**config.mk**
```make
export PLATFORM = sky130hd
export DESIGN_NAME = spi_status_buf
export DESIGN_NICKNAME = d
export VERILOG_FILES = /design/src/rtl/spi_buf_pkg.sv /design/src/rtl/shift_if.sv /design/src/rtl/spi_shift_engine.sv /design/src/rtl/spi_status_buf.sv
export SDC_FILE = /design/constraint.sdc
export NUM_CORES = 1
export LEC_CHECK = 0
export BUFFER_PORTS_ARGS = -buffer_cell sky130_fd_sc_hd__buf_2
export CAP_MARGIN = 20
export CORE_UTILIZATION = 40
export DETAILED_ROUTE_END_ITERATION = 10
export SYNTH_ARGS = -nofsm -noshare
export SYNTH_HDL_FRONTEND = slang
export SYNTH_HIERARCHICAL = 1
export SYNTH_SLANG_ARGS = --single-unit
export TNS_END_PERCENT = 50
```
**constraint.sdc**
```tcl
create_clock -name core_clk -period 3.3 [get_ports core_clk]
set_input_delay 0.33 -clock core_clk [delete_from_list [all_inputs] [get_ports core_clk]]
set_output_delay 0.33 -clock core_clk [all_outputs]
set_load 0.02 [all_outputs]
```
**src/rtl/spi_buf_pkg.sv**
```systemverilog
// Constants and types for the serial status and data buffer block.
// Assumes a byte-wide register view placed on word-aligned Avalon-MM addresses.
// How it works
// - Set receive-complete when data reaches data register
// - Transmit-empty high exactly while transmit buffer empty
// - Set mode-fault on select low as master
// - Mode-fault cleared by status read, control-one write
// - Status readable anytime; writes change nothing
// - 8-bit: status read then low read clears
// - 16-bit: high reads harmless; low-only drops high
// - Transmit-empty cleared by armed low-byte write only
// - Data writes ignored while transmit-empty clear
// - Low-only write leaves high transmit byte undefined
// - Data high/low bytes at 4 and 5, reset zero
// - Master starts queued data right after previous
// - Completed reception with flag clear copies, sets flag
// - Second value waits in pendData, data unchanged
// - Serviced before third start: move, flag set again one cycle after the clear
// - Serviced after third start: waiting data discarded
// - Mode fault with interrupt enable requests interrupt
// - Mode fault forces slave, outputs off, abort
package spi_buf_pkg;
  localparam logic [2:0] CTRL_ONE_OFS = 3'h0;
  localparam logic [2:0] CTRL_TWO_OFS = 3'h1;
  localparam logic [2:0] STATUS_OFS = 3'h3;
  localparam logic [2:0] DATA_HIGH_OFS = 3'h4;
  localparam logic [2:0] DATA_LOW_OFS = 3'h5;
  localparam int RX_FLAG_BIT = 7;
  localparam int TX_EMPTY_BIT = 5;
  localparam int FAULT_BIT = 4;
  localparam int IRQ_EN_BIT = 7;
  localparam int MASTER_BIT = 4;
  localparam int WIDTH_BIT = 6;
  localparam int FAULT_EN_BIT = 4;
  localparam logic [7:0] DATA_RESET = 8'h00;
  localparam logic [7:0] CTRL_ONE_RESET = 8'h00;
  localparam logic [7:0] CTRL_TWO_RESET = 8'h00;
  localparam int DIV_DEFAULT = 4;
  typedef enum logic [1:0] {
    IDLE = 2'b00,
    SHIFT = 2'b01
  } xfer_state_t;
endpackage

```
**src/rtl/shift_if.sv**
```systemverilog
// Link between register side and shift engine.
// Assumes one clock shared by both modules.
interface shift_if;
  logic start;
  logic abort;
  logic wide;
  logic [15:0] txWord;
  logic busy;
  logic started;
  logic done;
  logic [15:0] rxWord;
  modport ctrl (output start, abort, wide, txWord, input busy, started, done, rxWord);
  modport eng (input start, abort, wide, txWord, output busy, started, done, rxWord);
endinterface

```
**src/rtl/spi_shift_engine.sv**
```systemverilog
// Master shift engine: clocks out 8 or 16 bits, msb first, mode 0.
// Assumes misoSync is already synchronised to core_clk.
module spi_shift_engine
  import spi_buf_pkg::*;
#(
  parameter int DIV = DIV_DEFAULT
) (
  // Clock and reset
  input wire logic core_clk,
  input wire logic reset,
  // Control side
  shift_if.eng sif,
  // Serial pins
  input wire logic misoSync,
  output logic sckOut,
  output logic mosiOut
);
  typedef struct packed {
    xfer_state_t st;
    logic [15:0] sh;
    logic [4:0] bits;
    logic [7:0] div;
    logic sck;
    logic done;
    logic started;
    logic rxBit;
  } eng_t;
  eng_t s_r, s_nxt;

  always_comb begin
    s_nxt = s_r;
    s_nxt.done = 1'b0;
    s_nxt.started = 1'b0;
    unique case (s_r.st)
      IDLE: begin
        if (sif.start && !sif.abort) begin
          s_nxt.st = SHIFT;
          s_nxt.sh = sif.wide ? sif.txWord : {sif.txWord[7:0], 8'h00};
          s_nxt.bits = sif.wide ? 5'd16 : 5'd8;
          s_nxt.div = 8'h00;
          s_nxt.sck = 1'b0;
          s_nxt.started = 1'b1;
        end
      end
      SHIFT: begin
        if (sif.abort) begin
          s_nxt.st = IDLE;
          s_nxt.sck = 1'b0;
        end else if (s_r.div == 8'(DIV - 1)) begin
          s_nxt.div = 8'h00;
          s_nxt.sck = !s_r.sck;
          if (s_r.sck) begin
            s_nxt.sh = {s_r.sh[14:0], s_r.rxBit};
            s_nxt.bits = s_r.bits - 5'd1;
            if (s_r.bits == 5'd1) begin
              s_nxt.st = IDLE;
              s_nxt.done = 1'b1;
            end
          end else begin
            s_nxt.rxBit = misoSync;
          end
        end else begin
          s_nxt.div = s_r.div + 8'h01;
        end
      end
      default: s_nxt.st = IDLE;
    endcase
  end

  always_ff @(posedge core_clk) begin
    if (reset) begin
      s_r <= '0;
    end else begin
      s_r <= s_nxt;
    end
  end

  // Sampled bit waits until the falling edge, so the last transmit bit is never overwritten
  assign sif.rxWord = sif.wide ? s_r.sh : {8'h00, s_r.sh[7:0]};
  assign sif.busy = (s_r.st == SHIFT);
  assign sif.done = s_r.done;
  assign sif.started = s_r.started;
  assign sckOut = s_r.sck;
  assign mosiOut = s_r.sh[15];
endmodule

```
**src/rtl/spi_status_buf.sv**
```systemverilog
// Status flags and data buffering of the serial peripheral, Avalon-MM slave.
// Assumes word addressing: address n is register byte n in data bits 7:0.
module spi_status_buf
  import spi_buf_pkg::*;
#(
  parameter int DIV = DIV_DEFAULT
) (
  // Clock and reset
  input wire logic core_clk,
  input wire logic reset,
  // Avalon-MM slave
  input wire logic [2:0] address,
  input wire logic read,
  input wire logic write,
  input wire logic [31:0] writedata,
  input wire logic [3:0] byteenable,
  output logic [31:0] readdata,
  output logic waitrequest,
  output logic [1:0] response,
  // Serial pins
  input wire logic slaveSelN,
  input wire logic misoIn,
  output logic sckOut,
  output logic sckOe,
  output logic mosiOut,
  output logic mosiOe,
  // Interrupt request
  output logic irq
);
  typedef struct packed {
    logic [7:0] ctrlOne;
    logic [7:0] ctrlTwo;
    logic rxFlag;
    logic txEmpty;
    logic faultFlag;
    logic rxArmed;
    logic txArmed;
    logic faultArmed;
    logic [15:0] rxData;
    logic [15:0] txData;
    logic [15:0] pendData;
    logic pendValid;
    logic pendStale;
    logic txQueued;
    logic ack;
    logic [31:0] rdata;
    logic [1:0] resp;
    logic [1:0] ssSync;
    logic [1:0] misoSyncR;
  } top_t;
  top_t s_r, s_nxt;

  shift_if sif ();

  logic isMaster, wide, faultEn, rdHit, wrHit, faultEvent;

  assign isMaster = s_r.ctrlOne[MASTER_BIT];
  assign wide = s_r.ctrlTwo[WIDTH_BIT];
  assign faultEn = s_r.ctrlTwo[FAULT_EN_BIT];
  assign rdHit = read && !s_r.ack;
  assign wrHit = write && !s_r.ack;
  assign faultEvent = isMaster && faultEn && !s_r.ssSync[1];

  always_comb begin
    s_nxt = s_r;
    s_nxt.ssSync = {s_r.ssSync[0], slaveSelN};
    s_nxt.misoSyncR = {s_r.misoSyncR[0], misoIn};
    s_nxt.ack = (read || write) && !s_r.ack;
    s_nxt.resp = 2'b00;
    s_nxt.rdata = 32'h0000_0000;
    // Register access, one wait state
    if (rdHit) begin
      unique case (address)
        CTRL_ONE_OFS: s_nxt.rdata[7:0] = s_r.ctrlOne;
        CTRL_TWO_OFS: s_nxt.rdata[7:0] = s_r.ctrlTwo;
        STATUS_OFS: begin
          s_nxt.rdata[RX_FLAG_BIT] = s_r.rxFlag;
          s_nxt.rdata[TX_EMPTY_BIT] = s_r.txEmpty;
          s_nxt.rdata[FAULT_BIT] = s_r.faultFlag;
          s_nxt.rxArmed = s_r.rxFlag;
          s_nxt.txArmed = s_r.txEmpty;
          s_nxt.faultArmed = s_r.faultFlag;
        end
        DATA_HIGH_OFS: s_nxt.rdata[7:0] = s_r.rxData[15:8];
        DATA_LOW_OFS: begin
          s_nxt.rdata[7:0] = s_r.rxData[7:0];
          if (s_r.rxArmed && s_r.rxFlag) begin
            s_nxt.rxFlag = 1'b0;
            s_nxt.rxArmed = 1'b0;
            if (wide) begin
              s_nxt.rxData[15:8] = DATA_RESET;
            end
          end
        end
        default: s_nxt.resp = 2'b10;
      endcase
    end
    if (wrHit && byteenable[0]) begin
      unique case (address)
        CTRL_ONE_OFS: begin
          s_nxt.ctrlOne = writedata[7:0];
          if (s_r.faultArmed && s_r.faultFlag) begin
            s_nxt.faultFlag = 1'b0;
            s_nxt.faultArmed = 1'b0;
          end
        end
        CTRL_TWO_OFS: s_nxt.ctrlTwo = writedata[7:0];
        STATUS_OFS: ;
        DATA_HIGH_OFS: begin
          if (s_r.txEmpty) begin
            s_nxt.txData[15:8] = writedata[7:0];
          end
        end
        DATA_LOW_OFS: begin
          if (s_r.txEmpty) begin
            s_nxt.txData[7:0] = writedata[7:0];
            if (s_r.txArmed) begin
              s_nxt.txEmpty = 1'b0;
              s_nxt.txArmed = 1'b0;
              s_nxt.txQueued = 1'b1;
            end
          end
        end
        default: s_nxt.resp = 2'b10;
      endcase
    end else if (wrHit && address > DATA_LOW_OFS) begin
      s_nxt.resp = 2'b10;
    end
    // Queue hand-off: the buffer empties as the engine takes the word
    if (sif.started) begin
      s_nxt.txQueued = 1'b0;
      s_nxt.txEmpty = 1'b1;
      if (s_r.pendValid) begin
        s_nxt.pendStale = 1'b1;
      end
    end
    // Receive path
    if (sif.done) begin
      if (!s_nxt.rxFlag) begin
        s_nxt.rxData = sif.rxWord;
        s_nxt.rxFlag = 1'b1;
      end else begin
        s_nxt.pendData = sif.rxWord;
        s_nxt.pendValid = 1'b1;
        s_nxt.pendStale = 1'b0;
      end
    end else if (s_r.pendValid && !s_r.rxFlag) begin
      if (!s_r.pendStale) begin
        s_nxt.rxData = s_r.pendData;
        s_nxt.rxFlag = 1'b1;
      end
      s_nxt.pendValid = 1'b0;
      s_nxt.pendStale = 1'b0;
    end
    // Mode fault wins over a same-cycle clear
    if (faultEvent) begin
      s_nxt.faultFlag = 1'b1;
      s_nxt.ctrlOne[MASTER_BIT] = 1'b0;
      s_nxt.txQueued = 1'b0;
      s_nxt.txEmpty = 1'b1;
    end
  end

  always_ff @(posedge core_clk) begin
    if (reset) begin
      s_r <= '0;
      s_r.ctrlOne <= CTRL_ONE_RESET;
      s_r.ctrlTwo <= CTRL_TWO_RESET;
      s_r.txEmpty <= 1'b1;
      s_r.ssSync <= 2'b11;
      s_r.rxData <= {DATA_RESET, DATA_RESET};
      s_r.txData <= {DATA_RESET, DATA_RESET};
    end else begin
      s_r <= s_nxt;
    end
  end

  // Queued word leaves as soon as the engine is idle while in master mode
  assign sif.start = s_r.txQueued && isMaster && !sif.busy;
  assign sif.abort = faultEvent || !isMaster;
  assign sif.wide = wide;
  assign sif.txWord = s_r.txData;

  spi_shift_engine #(
    .DIV(DIV)
  ) engine (
    .core_clk(core_clk),
    .reset(reset),
    .sif(sif),
    .misoSync(s_r.misoSyncR[1]),
    .sckOut(sckOut),
    .mosiOut(mosiOut)
  );

  assign sckOe = isMaster;
  assign mosiOe = isMaster;
  assign irq = s_r.faultFlag && s_r.ctrlOne[IRQ_EN_BIT];
  assign waitrequest = (read || write) && !s_r.ack;
  assign readdata = s_r.rdata;
  assign response = s_r.resp;
endmodule

```
==> impl_metrics.toml, run 1 <==
[run_status]
status = "completed"

[critical_path]
r2r_slack_ps = 950
crit_arrival_ps = 2680
cp_data_required_time_ps = 3630
critPathLaunchType = "register"
crit_path_max_fanout = 18
crit_path_end_kind = "register"
critPathKind = "reg -> reg"

[power_and_ir_drop]
leakage_nw = 2.47
peakVddDrop_v = 0.000396
p_per_area_nw_per_um2 = 554

[layout]
multiInputGateArea_um2 = 2880
register_area_um2 = 2420
nFillCells = 1330
finalNonFillerCells = 818
layout-drive-gt1-share = 0.166
syn_to_final_growth_pct = 11.1
nets = 674
antenna_cells = 0

[timing]
finalSetupTns_ps = 0
hold_viol = 0
slew_headroom = 0.375
finalSetupViolCount = 0
skew_ps = 7.39
rsz0062_at_grt = "false"
fin_crit_sh = 0.712
max_freq_mhz = 426
fin_crit_ps = 2350
tightest_slew_ps = 928
slew_viol_final = 0

[die]
core_region_area_um2 = 14000
chipWidth_um = 122
boundaryPins = 85
die_height_um = 122
initial_core_util = 0.412
row_count = 43
die_area_um2 = 14900

[synth]
ys_seq_area_frac = 0.421
synth_compound_area_frac = 0.137
ys_warn_count = 6
synth_flop_cell = "dfxtp_1"
syn_avg_cell_area_um2 = 9.21
synth_top_family_by_area = "simple AND/OR/NAND/NOR gates"
synth_fa_ha_area_frac = 0.00652
syn_area_um2 = 5760
synth.distinct_cells = 67
synth-edff-count = 0
synth-seq-cells = 121
synth-xor-area-share = 0.00608
synthMuxAreaShare = 0.118
async_flop_share = 0
synth-simple-area-share = 0.214
synth_cells = 625

[cts]
clk_pin_slew_worst_paths_ps = 50
cts.root.buffer_cell = "clkbuf_16"
ctsHoldBuffers = 0
cts_tree = "yes"
htree_levels = 4
postCtsSetupRepairBufs = 0
cts_buffers = 17
post_cts_resized = 0
clock_path_buffers = 2
clock_latency_ps = 410
cts.sink_count = 121

[routing]
drtAntennaViolNets = 0
top_layer = "met4"
dr_wl_met2_um = 6290
drt-pass1-iter-count = 4
drc_errors = 0
via_count = 4435
drt-initial-drc-count = 384
wl_per_cell_um = 16.4
route.met3.wl_um = 563
met1Wirelength_um = 6310
wirelength_um = 13400
vias_per_cell = 5.42

[place]
io_buffers = 32
routabilityCongestion = 0.819
dp_cells = 787
post-dp-hpwl_um = 9020

[grt]
grt_pass1_vias = 4099
antenna_found_initial = 0
grt_overflow_total = 0
grt_usage = 0.192
grt_max_degree = 57
grt_pass1_wl_um = 21800

[job]
drv_cap = 0

[hold_path]
hp-class = "in -> reg"
synthesized netlist by cell type (all sizes together), types with 7 or more instances:
cell / instances / area share
nor3b: 13 / 0.018
o221a: 8 / 0.016
buf: 59 / 0.079
a21oi: 23 / 0.025
nand3: 14 / 0.013
dfxtp: 121 / 0.42
nor3: 23 / 0.021
and2: 14 / 0.015
nor2: 77 / 0.051
a221oi: 7 / 0.011
a221o: 8 / 0.014
clkbuf: 22 / 0.014
o21ai: 23 / 0.020
nand2: 52 / 0.034
a31oi: 7 / 0.0076
nor2b: 22 / 0.024
mux2i: 54 / 0.094
worst max-delay path, cell delays in order, from the launching register on:
cell      delay, ps
dfxtp_1         450
o21ai_0         390
nand3b_1        360
o31ai_4         690
nand3b_1        180
a21oi_1         200
cell type report:
cell class,count,share of cell area
Multi-Input combinational cell,442,0.450
Clock inverter,8,0.0180
Clock buffer,23,0.0794
Tap cell,180,0.0352
Sequential cell,121,0.379
Timing Repair Buffer,39,0.0356
Inverter,5,0.00293
through the flow:
| stage | hold WS (ps) | util | setup WS (ps) | power (W) | instance area [um2] |
|---|---|---|---|---|---|
| floorplan | 389 | - | 1210 | 0.00163 | 5850 |
| global placement | 392 | 0.413 | 1000 | 0.00164 | 5770 |
| detailed placement | 395 | 0.413 | 919 | 0.00164 | 5770 |
| CTS | 79.5 | 0.457 | 880 | 0.00358 | 6400 |
| global route | 87.3 | 0.457 | 672 | 0.00367 | 6400 |
| finish | 99.8 | 0.457 | 951 | 0.00354 | 6400 |
cells in the final DEF, fill, tap and decap left out, types with 3 or more instances in the layout:
master	count
dfxtp_1	121
nor2_1	76
mux2i_1	54
nand2_1	52
buf_2	31
conb_1	25
o21ai_0	23
nor2b_1	22
nor3_1	22
clkbuf_16	17
a21oi_1	15
and2_1	14
nand3_1	13
nor3b_1	12
a221o_1	8
o221a_2	8
a21oi_2	8
a31oi_1	7
a221oi_1	7
buf_4	7
clkbuf_8	6
inv_1	5
and3_1	5
clkinv_2	5
a22oi_1	4
nand3b_1	4
mux4_2	4
and3b_1	3
nand2b_1	3
nand4_1	3
or3_1	3
bufinv_16	3
xor2_1	3
ha_1	3
state kept, by name, indices dropped and copies added, names as in the netlist:
name / count
readdata: 8
response: 1
mosiOe: 1
engine/sif.started: 1
engine/sckOut: 1
faultEn: 1
engine/s_r: 30
engine/mosiOut: 1
engine/sif.done: 1
s_nxt: 2
sif.txWord: 16
s_r: 58
power by group:
part           leakage [nW]  switching [W]  internal [W]
clock network         0.315       0.000635       0.00130
logic                  1.18       0.000101     0.0000362
registers             0.976     0.00000555       0.00147
total                  2.47       0.000741       0.00280
logic make-up (layout without fill, tap and decap cells):
logic type / Yosys count / count (layout)
mux: 61 / 61
fa+ha+maj: 3 / 3
xor+xnor: 4 / 4
simple gates: 245 / 245
other cells: 1 / 25
buf+inv: 86 / 75
flops: 121 / 121
compound gates: 104 / 104
path summary, 6_finish.rpt:
check        startpoint        endpoint  cells past startpoint
max reg2reg      mosiOe  engine/s_r[13]                      5
max              mosiOe  engine/s_r[13]                      5
min           slaveSelN        s_nxt[3]                      2
min reg2reg    s_nxt[3]          s_r[3]                      1
layer usage:
metal  vias up  GRT usage
met4         0     0.0679
met3        17     0.0473
met2       115      0.299
met1      2153      0.258
met5         -          0
li1       2150          -
Note: power is estimated with default switching activity, not from simulation.
==> inputs of run 2 (changes only) <==
--- a/config.mk
+++ b/config.mk
@@ -5,6 +5,7 @@
 export SDC_FILE = /design/constraint.sdc
 export NUM_CORES = 1
 export LEC_CHECK = 0
+export ABC_AREA = 1
 export BUFFER_PORTS_ARGS = -buffer_cell sky130_fd_sc_hd__buf_2
 export CAP_MARGIN = 20
 export CORE_UTILIZATION = 40
==> constraint.sdc (replaced) <==
create_clock -name core_clk -period 2 [get_ports core_clk]
set_input_delay 0.2 -clock core_clk [delete_from_list [all_inputs] [get_ports core_clk]]
set_output_delay 0.2 -clock core_clk [all_outputs]
set_load 0.02 [all_outputs]
==> impl_metrics.toml, run 2 <==
[hold_path]
holdPathEnd = "engine/s_r[33]"
hold_start = "reset"
hp-class = "in -> reg"
min_path_cells = 2

[cts]
clock_latency_ps = 420
clk_pin_slew_worst_paths_ps = 60
clock_path_buffers = 2
cts.sink_count = 121
cts_tree = "yes"
cts.root.buffer_cell = "clkbuf_16"
htree_levels = 4
cts_buffers = 17
post_cts_resized = 0

[synth]
synth_cells = 838
synth-seq-cells = 121
syn_avg_cell_area_um2 = 7.02
yosys-top-cells-area = "dfxtp_1 41%, nand2_1 11%, nor2_1 11%"
synth_top_area_frac = 0.412
ys_warn_count = 6
synth_most_common_cell = "nand2_1"
yosys-top-cells-count = "172 x nand2_1, 169 x nor2_1, 121 x dfxtp_1"
yosys.area.top_type = "dfxtp_1"
synth.distinct_cells = 46
ys_seq_area_frac = 0.412
synth-edff-count = 0
synth_flop_cell = "dfxtp_1"
async_flop_share = 0
syn_area_um2 = 5880

[grt]
grt_overflow_total = 0
grt_pass1_vias = 4697
grt_usage = 0.203
antenna_found_initial = 0
grt_pass1_wl_um = 23400
grt_max_degree = 58

[run_status]
status = "completed"

[critical_path]
rr_endpoint = "engine/s_r[28]"
worstReg2RegStart = "mosiOe"
crit_slowest_cell = "dfxtp_1"
crit_arrival_ps = 2080
cp_data_required_time_ps = 2310
crit_path_max_fanout = 18
reg2reg_depth = 12
cpLargestDelayFamily = "simple AND/OR/NAND/NOR gates"
r2r_slack_ps = 230
path_common_cell = "nand2_1"
worst-path-buf-inv = 3
critPathLaunchType = "register"
crit_path_end_kind = "register"
crit_chain = "inv_1, nor2_1, nand2_1, nand2_1, inv_1, nand2_1, nor2_2, nand3_2, nand2_4, buf_12, and3_1, nor2_1"
critPathKind = "reg -> reg"
slowest_delay_ps = 300

[place]
post-dp-hpwl_um = 9820
io_buffers = 32
pre_cts_ws_ps = 255
routabilityCongestion = 0.783

[power_and_ir_drop]
p_per_area_nw_per_um2 = 836
leakage_nw = 2.80
peakVddDrop_v = 0.000562

[die]
die_area_um2 = 15200
row_count = 43
boundaryPins = 85
die_height_um = 123
chipWidth_um = 123
core_region_area_um2 = 14100
initial_core_util = 0.417

[layout]
layout-drive-gt1-share = 0.128
layout_common_cells = "172 x nand2_1, 169 x nor2_1, 121 x dfxtp_1"
nets = 905
syn_to_final_growth_pct = 11.2
top_register = "s_r"
antenna_cells = 0
final_common_cell = "nand2_1"
largest_register_ffs = 58

[routing]
vias_per_cell = 4.78
drt-initial-drc-count = 365
drt-pass1-iter-count = 7
drc_errors = 0
via_count = 5024
drtAntennaViolNets = 0
wl_per_cell_um = 13.4
wirelength_um = 14000

[timing]
slew_viol_final = 0
hold_viol = 0
tightest_slew_ps = 713
fin_crit_sh = 0.885
setup_ws_ps = 230
finalSetupTns_ps = 0
max_freq_mhz = 565
rsz0062_at_grt = "false"
slew_headroom = 0.521
whs_ps = 28.2
skew_ps = 7.38
finalSetupViolCount = 0
fin_crit_ps = 1770

[job]
drv_cap = 0
## run 2: logic make-up (layout without fill, tap and decap cells)
group           Yosys count  in the layout  synth area share
simple gates            417            417             0.304
buf+inv                 148            156             0.135
compound gates          145            145             0.138
flops                   121            121             0.412
fa+ha+maj                 3              3           0.00638
xor+xnor                  3              3           0.00447
other cells               1             25          0.000638
## run 2: cell type report
cell class | count | area, um2
sequential | 121 | 2420
fill | 1492 | 7560
timing repair buffer | 48 | 310
multi-input combinational | 593 | 2760
inverter | 76 | 288
tap | 180 | 225
clock buffer | 18 | 439
clock inverter | 14 | 98.8
## run 2: layer usage
layer | part of all wire | GRT usage
met4 | 0.026 | 0.0979
met3 | 0.045 | 0.0466
met2 | 0.43 | 0.309
met5 | 0 | 0
met1 | 0.50 | 0.271
## run 2: worst max-delay path by stage
stage | to | slack, ps | from | cells after the start
after floorplan | engine/s_r[13] | 290 | mosiOe | 10
after global placement | engine/s_r[28] | 250 | mosiOe | 12
after detailed placement | engine/s_r[28] | 260 | mosiOe | 12
after CTS | engine/s_r[31] | 230 | mosiOe | 13
after global routing | engine/s_r[27] | 4 | mosiOe | 13
final | engine/s_r[28] | 230 | mosiOe | 12
## run 2: worst register-to-register path, delay by kind of cell (launching register included)
family                 cells  cell delay (ps)
DFF                        1              300
buffers and inverters      3              330
and+or+nand+nor            9             1050
## run 2: repair_timing
item                                   4_1_cts  5_1_grt
hold buffers                                 2        0
endpoints found under the hold margin        2        0
setup buffers                                0        0
setup endpoints to repair                    0        0
## run 2: through the flow
step                power (W)  area (um2)  instances  utilization
finish                0.00547        6540       1050        0.464
global placement      0.00276        5980       1016        0.424
floorplan             0.00271        5970        862            -
CTS                   0.00552        6540       1050        0.464
detailed placement    0.00276        5980       1016        0.424
global route          0.00566        6540       1050        0.464
## run 2: where the power goes
part	total, W	leakage (nW)	switching, W	internal, W
Clock	0.00276	0.258	0.00115	0.00161
Combinational	0.000263	1.57	0.000193	0.0000701
Sequential	0.00245	0.977	0.0000124	0.00243
Total	0.00547	2.80	0.00135	0.00411
